==> src/include/msc_cfg.svh <==
`ifndef MSC_CFG_SVH
`define MSC_CFG_SVH
// byte addresses in the register page
`define MSC_ALARM_ADDR 10'h214
`define MSC_STATUS_ADDR 10'h215
`define MSC_DELAY_ADDR 10'h216
`define MSC_STAMP_ADDR 10'h219
`define MSC_STAMP_LAST 10'h21e
`define MSC_MSAMP_ADDR 10'h220
`define MSC_DSAMP_ADDR 10'h223
// alarm flag positions
`define MSC_POWER_LOSS_BIT 7
`define MSC_HUMID_OVER_BIT 3
`define MSC_HUMID_UNDER_BIT 2
`define MSC_TEMP_OVER_BIT 1
`define MSC_TEMP_UNDER_BIT 0
// general status positions
`define MSC_AWAIT_BIT 4
`define MSC_WIPED_BIT 3
`define MSC_ACTIVE_BIT 1
// fixed read values of the unused bits
`define MSC_ALARM_FIXED 8'h70
`define MSC_STATUS_FIXED 8'hc0
// reset values
`define MSC_DELAY_RESET 24'h000000
`define MSC_COUNT_RESET 24'h000000
`define MSC_STAMP_RESET 48'h000000000000
// one minute of the rtc seconds tick
`define MSC_SECONDS_PER_MINUTE 6'd60
`endif

==> src/include/msc_pkg.sv <==
package msc_pkg;
  // mission sequencing phases
  typedef enum logic [3:0] {
    MSC_IDLE = 4'b0001,
    MSC_DELAY = 4'b0010,
    MSC_WAIT_TRIG = 4'b0100,
    MSC_RUN = 4'b1000
  } msc_phase_type;
endpackage

==> src/msc_sat_cmp.sv <==
`timescale 1ns/10ps
`default_nettype none
// threshold comparison for one quantity, signed 16-bit readings
module msc_sat_cmp (
  input wire logic [15:0] reading,
  input wire logic [15:0] high_limit,
  input wire logic [15:0] low_limit,
  output logic is_high,
  output logic is_low
);
  // both compares are inclusive of the limit
  always_comb begin
    is_high = $signed(reading) >= $signed(high_limit);
    is_low = $signed(reading) <= $signed(low_limit);
  end
endmodule
`default_nettype wire

==> src/msc_mission_status.sv <==
`timescale 1ns/10ps
`default_nettype none
`include "msc_cfg.svh"
module msc_mission_status (
  input wire logic sys_clk,
  input wire logic reset,
  input wire logic power_on_event,
  input wire logic [9:0] reg_addr,
  input wire logic reg_wr,
  input wire logic [7:0] reg_wdata,
  output logic [7:0] reg_rdata,
  input wire logic cmd_start,
  input wire logic cmd_stop,
  input wire logic cmd_clear,
  input wire logic start_on_trigger,
  input wire logic log_temp_en,
  input wire logic log_humid_en,
  input wire logic temp_high_en,
  input wire logic temp_low_en,
  input wire logic humid_high_en,
  input wire logic humid_low_en,
  input wire logic [15:0] temp_high_limit,
  input wire logic [15:0] temp_low_limit,
  input wire logic [15:0] humid_high_limit,
  input wire logic [15:0] humid_low_limit,
  input wire logic minute_tick,
  input wire logic sample_tick,
  input wire logic conv_done,
  input wire logic conv_forced,
  input wire logic [15:0] temp_reading,
  input wire logic [15:0] humid_reading,
  input wire logic mission_end,
  input wire logic [47:0] rtc_time,
  output logic start_refused,
  output logic sample_commit,
  output logic logging_active_flag
);
  ////////////////////////////////////////////////////////////////////////////
  // comparisons
  logic t_hi, t_lo, h_hi, h_lo;
  msc_sat_cmp temp_cmp (
    .reading(temp_reading),
    .high_limit(temp_high_limit),
    .low_limit(temp_low_limit),
    .is_high(t_hi),
    .is_low(t_lo)
  );
  msc_sat_cmp humid_cmp (
    .reading(humid_reading),
    .high_limit(humid_high_limit),
    .low_limit(humid_low_limit),
    .is_high(h_hi),
    .is_low(h_lo)
  );

  ////////////////////////////////////////////////////////////////////////////
  // state
  msc_pkg::msc_phase_type phase, next_phase;
  logic [7:0] alarm_bits, next_alarm_bits;
  logic awaiting_trigger_flag, next_awaiting_trigger_flag;
  logic log_wiped_flag, next_log_wiped_flag;
  logic next_logging_active_flag;
  logic [23:0] start_delay_minutes, next_start_delay_minutes;
  logic [23:0] delay_left, next_delay_left;
  logic [47:0] first_sample_timestamp, next_first_sample_timestamp;
  logic stamp_taken, next_stamp_taken;
  logic [23:0] mission_sample_count, next_mission_sample_count;
  logic [23:0] lifetime_sample_count, next_lifetime_sample_count;
  logic next_start_refused, next_sample_commit;
  logic [7:0] next_reg_rdata;
  logic mission_conv, forced_conv, t_alarm;
  logic [4:0] stamp_idx;

  // a conversion counts as a mission one only in the running phase
  always_comb begin
    mission_conv = conv_done && !conv_forced && phase == msc_pkg::MSC_RUN;
    forced_conv = conv_done && conv_forced;
    t_alarm = (t_hi && temp_high_en) || (t_lo && temp_low_en);
  end

  ////////////////////////////////////////////////////////////////////////////
  // mission sequencing, flags and counters
  always_comb begin
    next_phase = phase;
    next_alarm_bits = alarm_bits;
    next_awaiting_trigger_flag = awaiting_trigger_flag;
    next_log_wiped_flag = log_wiped_flag;
    next_logging_active_flag = logging_active_flag;
    next_start_delay_minutes = start_delay_minutes;
    next_delay_left = delay_left;
    next_first_sample_timestamp = first_sample_timestamp;
    next_stamp_taken = stamp_taken;
    next_mission_sample_count = mission_sample_count;
    next_lifetime_sample_count = lifetime_sample_count;
    next_start_refused = 1'b0;
    next_sample_commit = 1'b0;

    // host writes to the delay, one byte per address, blocked while logging
    if (reg_wr && !logging_active_flag) begin
      if (reg_addr == `MSC_DELAY_ADDR) next_start_delay_minutes[7:0] = reg_wdata;
      if (reg_addr == `MSC_DELAY_ADDR + 10'h001) next_start_delay_minutes[15:8] = reg_wdata;
      if (reg_addr == `MSC_DELAY_ADDR + 10'h002) next_start_delay_minutes[23:16] = reg_wdata;
    end

    // clear memory: wipe the mission record, awaiting flag untouched
    if (cmd_clear && !logging_active_flag) begin
      next_first_sample_timestamp = `MSC_STAMP_RESET;
      next_mission_sample_count = `MSC_COUNT_RESET;
      next_alarm_bits = 8'h00;
      next_log_wiped_flag = 1'b1;
      next_stamp_taken = 1'b0;
    end

    unique case (phase)
      msc_pkg::MSC_IDLE: begin
        if (cmd_start) begin
          if (!log_wiped_flag || (!log_temp_en && !log_humid_en)) begin
            next_start_refused = 1'b1;
          end else begin
            next_log_wiped_flag = 1'b0;
            next_logging_active_flag = 1'b1;
            next_awaiting_trigger_flag = start_on_trigger;
            next_delay_left = start_delay_minutes;
            next_phase = msc_pkg::MSC_DELAY;
          end
        end
        // forced conversion between missions feeds the battery gauge
        if (forced_conv) begin
          next_lifetime_sample_count = lifetime_sample_count + 24'h000001;
        end
      end
      msc_pkg::MSC_DELAY: begin
        // zero delay falls straight through; minutes counted on the rtc tick
        if (delay_left == 24'h000000) begin
          next_phase = start_on_trigger ? msc_pkg::MSC_WAIT_TRIG : msc_pkg::MSC_RUN;
        end else if (minute_tick) begin
          next_delay_left = delay_left - 24'h000001;
        end
      end
      msc_pkg::MSC_WAIT_TRIG: begin
        // each periodic check is a device sample; the trigger sample is not a mission one
        if (conv_done && !conv_forced) begin
          next_lifetime_sample_count = lifetime_sample_count + 24'h000001;
          if (t_alarm) begin
            next_awaiting_trigger_flag = 1'b0;
            next_sample_commit = 1'b1;
            next_phase = msc_pkg::MSC_RUN;
          end
        end
      end
      msc_pkg::MSC_RUN: begin
        if (mission_conv) begin
          // one increment per wake-up, however many readings it logs
          next_mission_sample_count = mission_sample_count + 24'h000001;
          next_lifetime_sample_count = lifetime_sample_count + 24'h000001;
          next_sample_commit = 1'b1;
        end
      end
      default: next_phase = msc_pkg::MSC_IDLE;
    endcase

    // first committed sample latches the rtc in the same cycle
    if (next_sample_commit && !stamp_taken) begin
      next_first_sample_timestamp = rtc_time;
      next_stamp_taken = 1'b1;
    end

    // alarm flags are sticky; trigger and mission and forced conversions all feed them
    if (mission_conv || forced_conv || (phase == msc_pkg::MSC_WAIT_TRIG && conv_done && !conv_forced)) begin
      if (t_hi && temp_high_en) next_alarm_bits[`MSC_TEMP_OVER_BIT] = 1'b1;
      if (t_lo && temp_low_en) next_alarm_bits[`MSC_TEMP_UNDER_BIT] = 1'b1;
      if (log_humid_en || forced_conv) begin
        if (h_hi && humid_high_en) next_alarm_bits[`MSC_HUMID_OVER_BIT] = 1'b1;
        if (h_lo && humid_low_en) next_alarm_bits[`MSC_HUMID_UNDER_BIT] = 1'b1;
      end
    end
    // a forced-conversion temperature alarm also releases a stale wait
    if (forced_conv && t_alarm && phase == msc_pkg::MSC_IDLE) begin
      next_awaiting_trigger_flag = 1'b0;
    end

    // stop or full memory ends the mission; awaiting flag stays as it is
    if ((cmd_stop || mission_end) && phase != msc_pkg::MSC_IDLE) begin
      next_logging_active_flag = 1'b0;
      next_phase = msc_pkg::MSC_IDLE;
    end

    // power loss wins over everything and is never gated
    if (power_on_event) begin
      next_alarm_bits[`MSC_POWER_LOSS_BIT] = 1'b1;
    end
  end

  ////////////////////////////////////////////////////////////////////////////
  // read mux
  always_comb begin
    stamp_idx = 5'(reg_addr - `MSC_STAMP_ADDR);
    next_reg_rdata = 8'h00;
    unique case (reg_addr)
      `MSC_ALARM_ADDR: next_reg_rdata = alarm_bits | `MSC_ALARM_FIXED;
      `MSC_STATUS_ADDR: begin
        next_reg_rdata = `MSC_STATUS_FIXED;
        next_reg_rdata[`MSC_AWAIT_BIT] = awaiting_trigger_flag;
        next_reg_rdata[`MSC_WIPED_BIT] = log_wiped_flag;
        next_reg_rdata[`MSC_ACTIVE_BIT] = logging_active_flag;
      end
      `MSC_DELAY_ADDR: next_reg_rdata = start_delay_minutes[7:0];
      `MSC_DELAY_ADDR + 10'h001: next_reg_rdata = start_delay_minutes[15:8];
      `MSC_DELAY_ADDR + 10'h002: next_reg_rdata = start_delay_minutes[23:16];
      `MSC_MSAMP_ADDR: next_reg_rdata = mission_sample_count[7:0];
      `MSC_MSAMP_ADDR + 10'h001: next_reg_rdata = mission_sample_count[15:8];
      `MSC_MSAMP_ADDR + 10'h002: next_reg_rdata = mission_sample_count[23:16];
      `MSC_DSAMP_ADDR: next_reg_rdata = lifetime_sample_count[7:0];
      `MSC_DSAMP_ADDR + 10'h001: next_reg_rdata = lifetime_sample_count[15:8];
      `MSC_DSAMP_ADDR + 10'h002: next_reg_rdata = lifetime_sample_count[23:16];
      default: begin
        // timestamp bytes, lowest address holds seconds
        if (reg_addr >= `MSC_STAMP_ADDR && reg_addr <= `MSC_STAMP_LAST) begin
          next_reg_rdata = first_sample_timestamp[stamp_idx * 8 +: 8];
        end
      end
    endcase
  end

  ////////////////////////////////////////////////////////////////////////////
  // registers
  always_ff @(posedge sys_clk or posedge reset) begin
    if (reset) begin
      phase <= msc_pkg::MSC_IDLE;
      alarm_bits <= 8'h00;
      awaiting_trigger_flag <= 1'b0;
      log_wiped_flag <= 1'b0;
      logging_active_flag <= 1'b0;
      start_delay_minutes <= `MSC_DELAY_RESET;
      delay_left <= `MSC_DELAY_RESET;
      first_sample_timestamp <= `MSC_STAMP_RESET;
      stamp_taken <= 1'b0;
      mission_sample_count <= `MSC_COUNT_RESET;
      lifetime_sample_count <= `MSC_COUNT_RESET;
      start_refused <= 1'b0;
      sample_commit <= 1'b0;
      reg_rdata <= 8'h00;
    end else begin
      phase <= next_phase;
      alarm_bits <= next_alarm_bits;
      awaiting_trigger_flag <= next_awaiting_trigger_flag;
      log_wiped_flag <= next_log_wiped_flag;
      logging_active_flag <= next_logging_active_flag;
      start_delay_minutes <= next_start_delay_minutes;
      delay_left <= next_delay_left;
      first_sample_timestamp <= next_first_sample_timestamp;
      stamp_taken <= next_stamp_taken;
      mission_sample_count <= next_mission_sample_count;
      lifetime_sample_count <= next_lifetime_sample_count;
      start_refused <= next_start_refused;
      sample_commit <= next_sample_commit;
      reg_rdata <= next_reg_rdata;
    end
  end
endmodule
`default_nettype wire

==> config.mk <==
export PLATFORM = sky130hd
export DESIGN_NAME = msc_mission_status
export DESIGN_NICKNAME = d
export VERILOG_FILES = /design/src/include/msc_pkg.sv /design/src/msc_sat_cmp.sv /design/src/msc_mission_status.sv
export VERILOG_INCLUDE_DIRS = /design/src /design/src/include
export SDC_FILE = /design/constraint.sdc
export NUM_CORES = 1
export LEC_CHECK = 0
export ABC_AREA = 1
export BUFFER_PORTS_ARGS = -buffer_cell sky130_fd_sc_hd__buf_2
export CORE_MARGIN = 4
export CORE_UTILIZATION = 50
export DETAILED_ROUTE_END_ITERATION = 10
export PLACE_DENSITY_LB_ADDON = 0.15
export RECOVER_POWER = 50
export SLEW_MARGIN = 10
export SYNTH_ARGS = -nofsm -noshare
export SYNTH_HDL_FRONTEND = slang
export SYNTH_SLANG_ARGS = --single-unit
export TNS_END_PERCENT = 1
==> constraint.sdc <==
create_clock -name sys_clk -period 5.45 [get_ports sys_clk]
set_input_delay 0 -clock sys_clk [delete_from_list [all_inputs] [get_ports sys_clk]]
set_output_delay 0 -clock sys_clk [all_outputs]
set_load 0.1 [all_outputs]
# Word level (Yosys, flattened, before mapping)
# Index checks and enable logic that the tools add are counted.
[word_totals]
word_cells = 162
ff_bits = 167
output_inout_bits = 11
in_bits = 181
[op_classes]
muxes = 55
addsub = 4
shifts = 1
eq_ne = 34
reduce_logical = 45
magnitude_cmp = 6
[ops]
columns = ["operator", "count"]
rows = [
  ["24-bit 2-to-1 mux", 10],
  ["10-bit equality test (second input constant)", 11],
  ["48-bit 2-to-1 mux", 2],
  ["8-bit case mux with 11 select lines", 1],
  ["24-bit case mux with 3 select lines", 1],
  ["24-bit by 1-bit adder with 24-bit output (second input constant)", 2],
  ["24-bit case mux with 2 select lines", 1],
  ["48-bit by 9-bit indexed part select with 8-bit output", 1],
  ["16-bit greater-or-equal comparator", 2],
  ["16-bit <= comparator", 2],
  ["4-bit 2-to-1 mux", 8],
  ["1-bit 2-to-1 mux", 26],
  ["24-bit logical NOT", 1],
  ["3-bit by 2-bit inequality test with 1-bit output (second input constant)", 8],
  ["24-bit by 1-bit subtractor with 24-bit output (second input constant)", 1],
  ["1-bit logical AND", 17],
  ["8-bit 2-to-1 mux", 2],
  ["4-bit case mux with 4 select lines", 1],
  ["2-bit inequality test (second input constant)", 7],
  ["10-bit greater-or-equal comparator (second input constant)", 1],
  ["10-bit <= comparator (second input constant)", 1],
  ["5-bit AND reduction", 2],
  ["2-bit nonzero test", 5],
  ["1-bit logical NOT", 6],
  ["16 further kinds", 26],
]

# Longest topological paths before layout
[logic_depth]
depth_word = 8
ltp_mapped = 22
ltp_nobuf = 20

# Hierarchy
# From an unflattened synthesis, not the netlist that was laid out.
[unflattened]
hier_cells = 1767
area_unflattened_um2 = 11775.0
[modules_own_cells]
columns = ["mod", "seq_area_each_um2", "cells_each", "instances", "area_per_inst_um2"]
rows = [
  ["msc_mission_status", 4180.3, 1474, 1, 9995.8],
  ["msc_sat_cmp (humid_cmp)", 0.0, 146, 1, 892.1],
  ["msc_sat_cmp (temp_cmp)", 0.0, 147, 1, 887.1],
]

# Worst setup path after synthesis
# Ideal clock, no wire load.
[synth_path]
path_type = "input-to-reg"
startpoint = "input reg_addr[0]"
endpoint = "register reg_rdata[5]"
arrival_ns = 1.979
setup_time_ns = 0.070
n_path_buf = 2
required_time_ns = 5.380
cell_stages = 12
path_slack_ns = 3.401
path_cell_list = "clkbuf_1 -> inv_2 -> clkbuf_1 -> ha_1 -> inv_1 -> nor2_1 -> nor2_2 -> clkinv_1 -> nor2_1 -> a32o_1 -> nand2_1 -> nand3_1"
[synth_via]
elab_chain_len = 4
elab_cells_between_ends = 18
cone_classes = "add/sub (1); order compare (2); eq/ne (11); shift (1); mux (2); reduce/logical (1)"
[synth_rtl]
columns = ["element", "line_no", "rtl"]
rows = [
  ["start: declaration", "msc_mission_status.sv:8", "input wire logic [9:0] reg_addr,"],
  ["5-bit subtractor (no source line), or another cell as far along", "n/a", ""],
  ["48-bit by 9-bit indexed part select with 8-bit output or 1-bit logical AND (tied branches)", "n/a", ""],
  ["8-bit 2-to-1 mux", "msc_mission_status.sv:218", "if (reg_addr >= `MSC_STAMP_ADDR && reg_addr <= `MSC_STAMP_LAST) begin"],
  ["8-bit case mux with 11 select lines *", "msc_mission_status.sv:199", "unique case (reg_addr)"],
  ["named net next_reg_rdata[5]", "msc_mission_status.sv:70", "logic [7:0] next_reg_rdata;"],
  ["end signal: assignment", "msc_mission_status.sv:257", "reg_rdata <= next_reg_rdata;"],
  ["end: declaration", "msc_mission_status.sv:11", "output logic [7:0] reg_rdata,"],
]
# Mark *: on every way through the listed nets, which the timed path passes. The rest lies on a longest branch.
# A chain may end at the register's enable or synchronous reset.

# Worst setup path in the final report
[layout_path]
startpoint = "register phase[1]"
endpoint = "register lifetime_sample_count[23]"
[layout_via]
elab_chain_len = 4
elab_cells_between_ends = 10
cone_classes = "eq/ne (6); mux (1); reduce/logical (3)"
[layout_rtl]
columns = ["element", "line_no", "rtl"]
rows = [
  ["start: declaration", "msc_mission_status.sv:58", "msc_pkg::msc_phase_type phase, next_phase;"],
  ["start signal: assignment", "msc_mission_status.sv:229", "phase <= msc_pkg::MSC_IDLE;"],
  ["start signal: assignment", "msc_mission_status.sv:244", "phase <= next_phase;"],
  ["4-bit equality test", "msc_mission_status.sv:76, msc_mission_status.sv:114", ""],
  ["1-bit logical AND", "msc_mission_status.sv:76", "mission_conv = conv_done && !conv_forced && phase == msc_pkg::MSC_RUN;"],
  ["2-bit inequality test (no source line)", "n/a", ""],
  ["4-bit AND reduction (no source line)", "n/a", ""],
  ["end signal: assignment", "msc_mission_status.sv:239", "lifetime_sample_count <= `MSC_COUNT_RESET;"],
  ["end signal: assignment", "msc_mission_status.sv:254", "lifetime_sample_count <= next_lifetime_sample_count;"],
  ["end: declaration", "msc_mission_status.sv:68", "logic [23:0] lifetime_sample_count, next_lifetime_sample_count;"],
]
# Several ways; a longest one is shown, not always the timed one.

==> report_table.html <==
<table>
<tr><th>Metric</th><th>Value</th></tr>
<tr><th colspan="2">Critical path</th></tr>
<tr><td>List of cells traversed by the critical path</td><td>nor2_1, nand3_1, nor2_1, inv_1, nand3_1, nand2_1, nor3_2, nand2_1, nor3_2, nand2_1, xor2_1</td></tr>
<tr><td>Worst path slowest cell</td><td>nor2_1</td></tr>
<tr><td>Data required, critical path</td><td>about 5800 ps</td></tr>
<tr><td>Crit path max-delay family</td><td>simple AND/OR/NAND/NOR gates</td></tr>
<tr><td>Largest fanout on the critical path</td><td>14</td></tr>
<tr><td>Arrival @ worst endpoint</td><td>4000 ps</td></tr>
<tr><td>Crit path launch type</td><td>register</td></tr>
<tr><td>Most Frequent Cell on Critical Path</td><td>nand2_1</td></tr>
<tr><td>Crit path depth</td><td>11</td></tr>
<tr><td>Number of cells on the worst reg-to-reg path</td><td>11</td></tr>
<tr><td>Crit path largest cell delay</td><td>800 ps</td></tr>
<tr><td>Critical path class</td><td>register to register</td></tr>
<tr><td>Buffering stage count on the worst path with inverters included</td><td>1</td></tr>
<tr><td>Category of the worst setup path capture point</td><td>register</td></tr>
<tr><th colspan="2">Yosys</th></tr>
<tr><td>Number of synthesized register bits</td><td>167</td></tr>
<tr><td>Number of flops mapped to enable cells by yosys</td><td>0</td></tr>
<tr><td>Library cell with the largest summed area after synthesis</td><td>dfrtp_1</td></tr>
<tr><td>Biggest area contributors in the synthesized netlist</td><td>dfrtp_1, nand2_1, ha_1, nand3_1, inv_1</td></tr>
<tr><td>Async set-or-reset flop fraction in the synthesized netlist</td><td>100%</td></tr>
<tr><td>Synth warn</td><td>0</td></tr>
<tr><td>Number of instances in the synthesized netlist</td><td>1473</td></tr>
<tr><td>Most common flop cell mapped by yosys</td><td>dfrtp_1</td></tr>
<tr><td>Synth top area share</td><td>37.8%</td></tr>
<tr><td>Distinct cell type count after synthesis</td><td>55</td></tr>
<tr><td>Sequential cell area fraction in the yosys report</td><td>between 30% and 40%</td></tr>
<tr><td>Number of nets in the synthesized netlist</td><td>between 1500 and 2000</td></tr>
<tr><td>Netlist area before placement</td><td>11000 µm²</td></tr>
<tr><td>Syn Area/Cell</td><td>7.47 µm²</td></tr>
<tr><th colspan="2">Finish</th></tr>
<tr><td>Number of antenna diodes</td><td>0</td></tr>
<tr><td>Most frequent standard cell in the layout excluding fill and tap cells</td><td>nand2_1</td></tr>
<tr><td>Final standard cell count with taps included and fillers excluded</td><td>2000</td></tr>
<tr><td>Most frequent cells in the layout</td><td>nand2_1, inv_1, buf_2</td></tr>
<tr><td>Share of final-layout standard cells stronger than drive strength 1</td><td>about 15%</td></tr>
<tr><td>Syn-to-layout area delta</td><td>21.1%</td></tr>
<tr><td>Post-layout utilization of the core</td><td>62.4%</td></tr>
<tr><td>Number of nets in the layout</td><td>1965</td></tr>
<tr><td>Number of fillers in the final layout</td><td>1942</td></tr>
<tr><th colspan="2">Place</th></tr>
<tr><td>Post-DP HPWL</td><td>22.9 mm</td></tr>
<tr><td>Placed Instances</td><td>approximately 1900</td></tr>
<tr><td>Buffers on Ports</td><td>190</td></tr>
<tr><td>Global placer's final weighted congestion</td><td>0.940</td></tr>
<tr><th colspan="2">GRT</th></tr>
<tr><td>Via count of the first global-routing pass</td><td>10500</td></tr>
<tr><td>Wire length of the first global-routing pass</td><td>50.2 mm</td></tr>
<tr><td>Number of antenna violations at the first check in global routing</td><td>1</td></tr>
<tr><td>GRT Residual Overflow</td><td>0</td></tr>
<tr><td>GRT Overall Usage</td><td>25.3%</td></tr>
<tr><td>Largest net degree at the start of global routing</td><td>108</td></tr>
<tr><th colspan="2">Route</th></tr>
<tr><td>Routed length per placed instance</td><td>15.5 µm</td></tr>
<tr><td>Vias</td><td>10600</td></tr>
<tr><td>Final routed DRC violation total</td><td>0</td></tr>
<tr><td>Residual antenna-violating net count after detailed routing</td><td>0</td></tr>
<tr><td>Post-Route WL</td><td>30.9 mm</td></tr>
<tr><td>Drt via density</td><td>around 5.3</td></tr>
<tr><td>DR pass1 iterations</td><td>5</td></tr>
<tr><td>Initial DRC Count</td><td>573</td></tr>
<tr><th colspan="2">Die</th></tr>
<tr><td>Starting utilization of the core area</td><td>51.5%</td></tr>
<tr><td>Floorplan row count</td><td>53</td></tr>
<tr><td>Top-Level Pins</td><td>approximately 190</td></tr>
<tr><td>Width of the chip</td><td>around 160 µm</td></tr>
<tr><td>Die ar.</td><td>24400 µm²</td></tr>
<tr><td>Vert. Die Dim</td><td>around 160 µm</td></tr>
<tr><td>Core Footprint</td><td>21400 µm²</td></tr>
<tr><th colspan="2">Power and ir drop</th></tr>
<tr><td>Pleak</td><td>0.00707 µW</td></tr>
<tr><td>Final total power</td><td>between 4000 and 5000 µW</td></tr>
<tr><td>IR drop worst, VDD</td><td>0.206 mV</td></tr>
<tr><td>Pwr Density</td><td>314 nW/µm²</td></tr>
<tr><th colspan="2">Clock tree</th></tr>
<tr><td>Total of cells resized after clock tree synthesis</td><td>0</td></tr>
<tr><td>Post-CTS clock slew at the launch and capture registers of the worst setup and hold paths</td><td>~70 ps</td></tr>
<tr><td>Root cell of the clock tree</td><td>clkbuf_16</td></tr>
<tr><td>Maximum buffer depth of the clock tree</td><td>2</td></tr>
<tr><td>Clock tree from TritonCTS</td><td>yes</td></tr>
<tr><td>H-tree depth</td><td>4</td></tr>
<tr><td>Worst-Skew Late Latency</td><td>440 ps</td></tr>
<tr><td>Buffers inserted by post-CTS timing repair</td><td>0</td></tr>
<tr><td>Hold_buf cts</td><td>67</td></tr>
<tr><td>Clock tree sinks</td><td>167</td></tr>
<tr><td>Total CTS buffers</td><td>17</td></tr>
<tr><th colspan="2">STA</th></tr>
<tr><td>Number of pins with negative max-slew slack in the final report</td><td>0</td></tr>
<tr><td>Tmin final</td><td>3680 ps</td></tr>
<tr><td>Tightest hold margin</td><td>-2.67 ps</td></tr>
<tr><td>Setup-failing EPs final</td><td>0</td></tr>
<tr><td>Highest clock rate</td><td>roughly 0.27 GHz</td></tr>
<tr><td>Least-Margin Pin Slew</td><td>1200 ps</td></tr>
<tr><td>RSZ-0062 raised after global routing</td><td>no</td></tr>
<tr><td>Tcrit/Tclk final</td><td>67.5%</td></tr>
<tr><td>Slew Limit Headroom</td><td>20.2%</td></tr>
<tr><td>Maximum clock skew at final layout</td><td>between 10 and 15 ps</td></tr>
<tr><td>Total negative slack</td><td>0 ps</td></tr>
<tr><td>Final hold violation count</td><td>1</td></tr>
<tr><th colspan="2">Worst hold path</th></tr>
<tr><td>Path class of the lowest-slack min-delay path</td><td>primary input to register</td></tr>
<tr><td>Cell depth of the worst hold path</td><td>5</td></tr>
<tr><th colspan="2">Run status</th></tr>
<tr><td>Violations in the final reports</td><td>negative hold slack</td></tr>
<tr><td>Outcome</td><td>finished with violations</td></tr>
<tr><th colspan="2">Job</th></tr>
<tr><td>Number of max-cap violations</td><td>0</td></tr>
</table>
-- synth_stat cells, types with 3 or more instances --
cell type,instances
nand2_1,364
inv_1,219
nand3_1,168
dfrtp_1,166
nor2_1,88
o21ai_0,79
ha_1,72
a21oi_1,43
xor2_1,38
nor3_1,28
nand4_1,22
o211ai_1,19
clkbuf_1,17
buf_2,12
nand3_2,11
nor4_1,10
o22ai_1,10
a32o_1,8
buf_1,8
a22oi_1,6
nand2_2,6
nor2_2,6
inv_2,5
xnor2_1,5
nand3b_1,4
nor2_4,4
o2111ai_1,4
a21o_1,3
a221oi_1,3
a31oi_1,3
buf_6,3
clkinv_1,3
mux2i_1,3
nand2_4,3
nor3_2,3
o221ai_1,3
-- sequential cells by signal, summed over array words and instances, names as in the netlist --
name,flops
stamp_taken,1
awaiting_trigger_flag,1
first_sample_timestamp,48
logging_active_flag,1
start_delay_minutes,24
delay_left,24
reg_rdata,8
alarm_bits,5
start_refused,1
phase,4
sample_commit,1
mission_sample_count,24
log_wiped_flag,1
lifetime_sample_count,24
-- layout make-up --
type / count / area, µm² / share of cell area (%)
Multi-Input combinational cell: 1038 / 5740 / 43.1
Sequential cell: 167 / 4180 / 31.4
Timing Repair Buffer: 261 / 1640 / 12.3
Inverter: 227 / 857 / 6.44
Clock buffer: 17 / 425 / 3.19
Tap cell: 275 / 344 / 2.58
Clock inverter: 15 / 135 / 1.01
-- layer usage --
metal / track usage [%] / part of all wire [%] / up-vias
met5: 0 / 0.023 / -
met4: 7.52 / 2.3 / 2
met3: 4.07 / 5.3 / 57
met2: 44.4 / 50 / 315
met1: 32.1 / 42 / 4924
li1: - / - / 5331
-- where the power goes --
group / internal, µW / switching (µW) / leakage (µW)
Combinational: 526 / 974 / 0.00456
Clock: 603 / 563 / 0.000272
Sequential: 1380 / 137 / 0.00224
Total: 2510 / 1670 / 0.00707
-- worst min-delay path, cell delays in order --
cell and delay, ps:
buf_2 80, o21ai_0 90, inv_1 80, nand3_1 80
nand2_1 60
-- final timing paths --
check	start	slack [ps]	end
setup / recovery	phase[1]	1770	lifetime_sample_count[23]
hold / removal	log_humid_en	-3	alarm_bits[3]
setup reg to reg	phase[1]	1770	lifetime_sample_count[23]
hold reg to reg	start_delay_minutes[20]	490	start_delay_minutes[20]
max in group asynchronous	reset	3740	delay_left[22]
min in group asynchronous	reset	300	first_sample_timestamp[0]
-- cells by family (layout without fill, tap and decap cells) --
group                    after synthesis  after routing  share of synthesized area, %
XOR/XNOR                              43             43                          3.42
multiplexers                           3              3                         0.273
flip-flops                           167            167                          38.0
buffers and inverters                268            520                          9.52
AND/OR/NAND/NOR                      723            723                          29.7
AO/OA/AOI/OAI                        197            197                          10.9
adder cells (fa/ha/maj)               72             72                          8.19
-- per-stage QoR --
step	instance area, µm²	worst slack (ps)
detailed placement	12100	2440
global placement	12100	2550
finish	13300	1770
floorplan	11000	933
CTS	13400	2720
global route	13300	1410
Power figures use the tool's default switching activity.
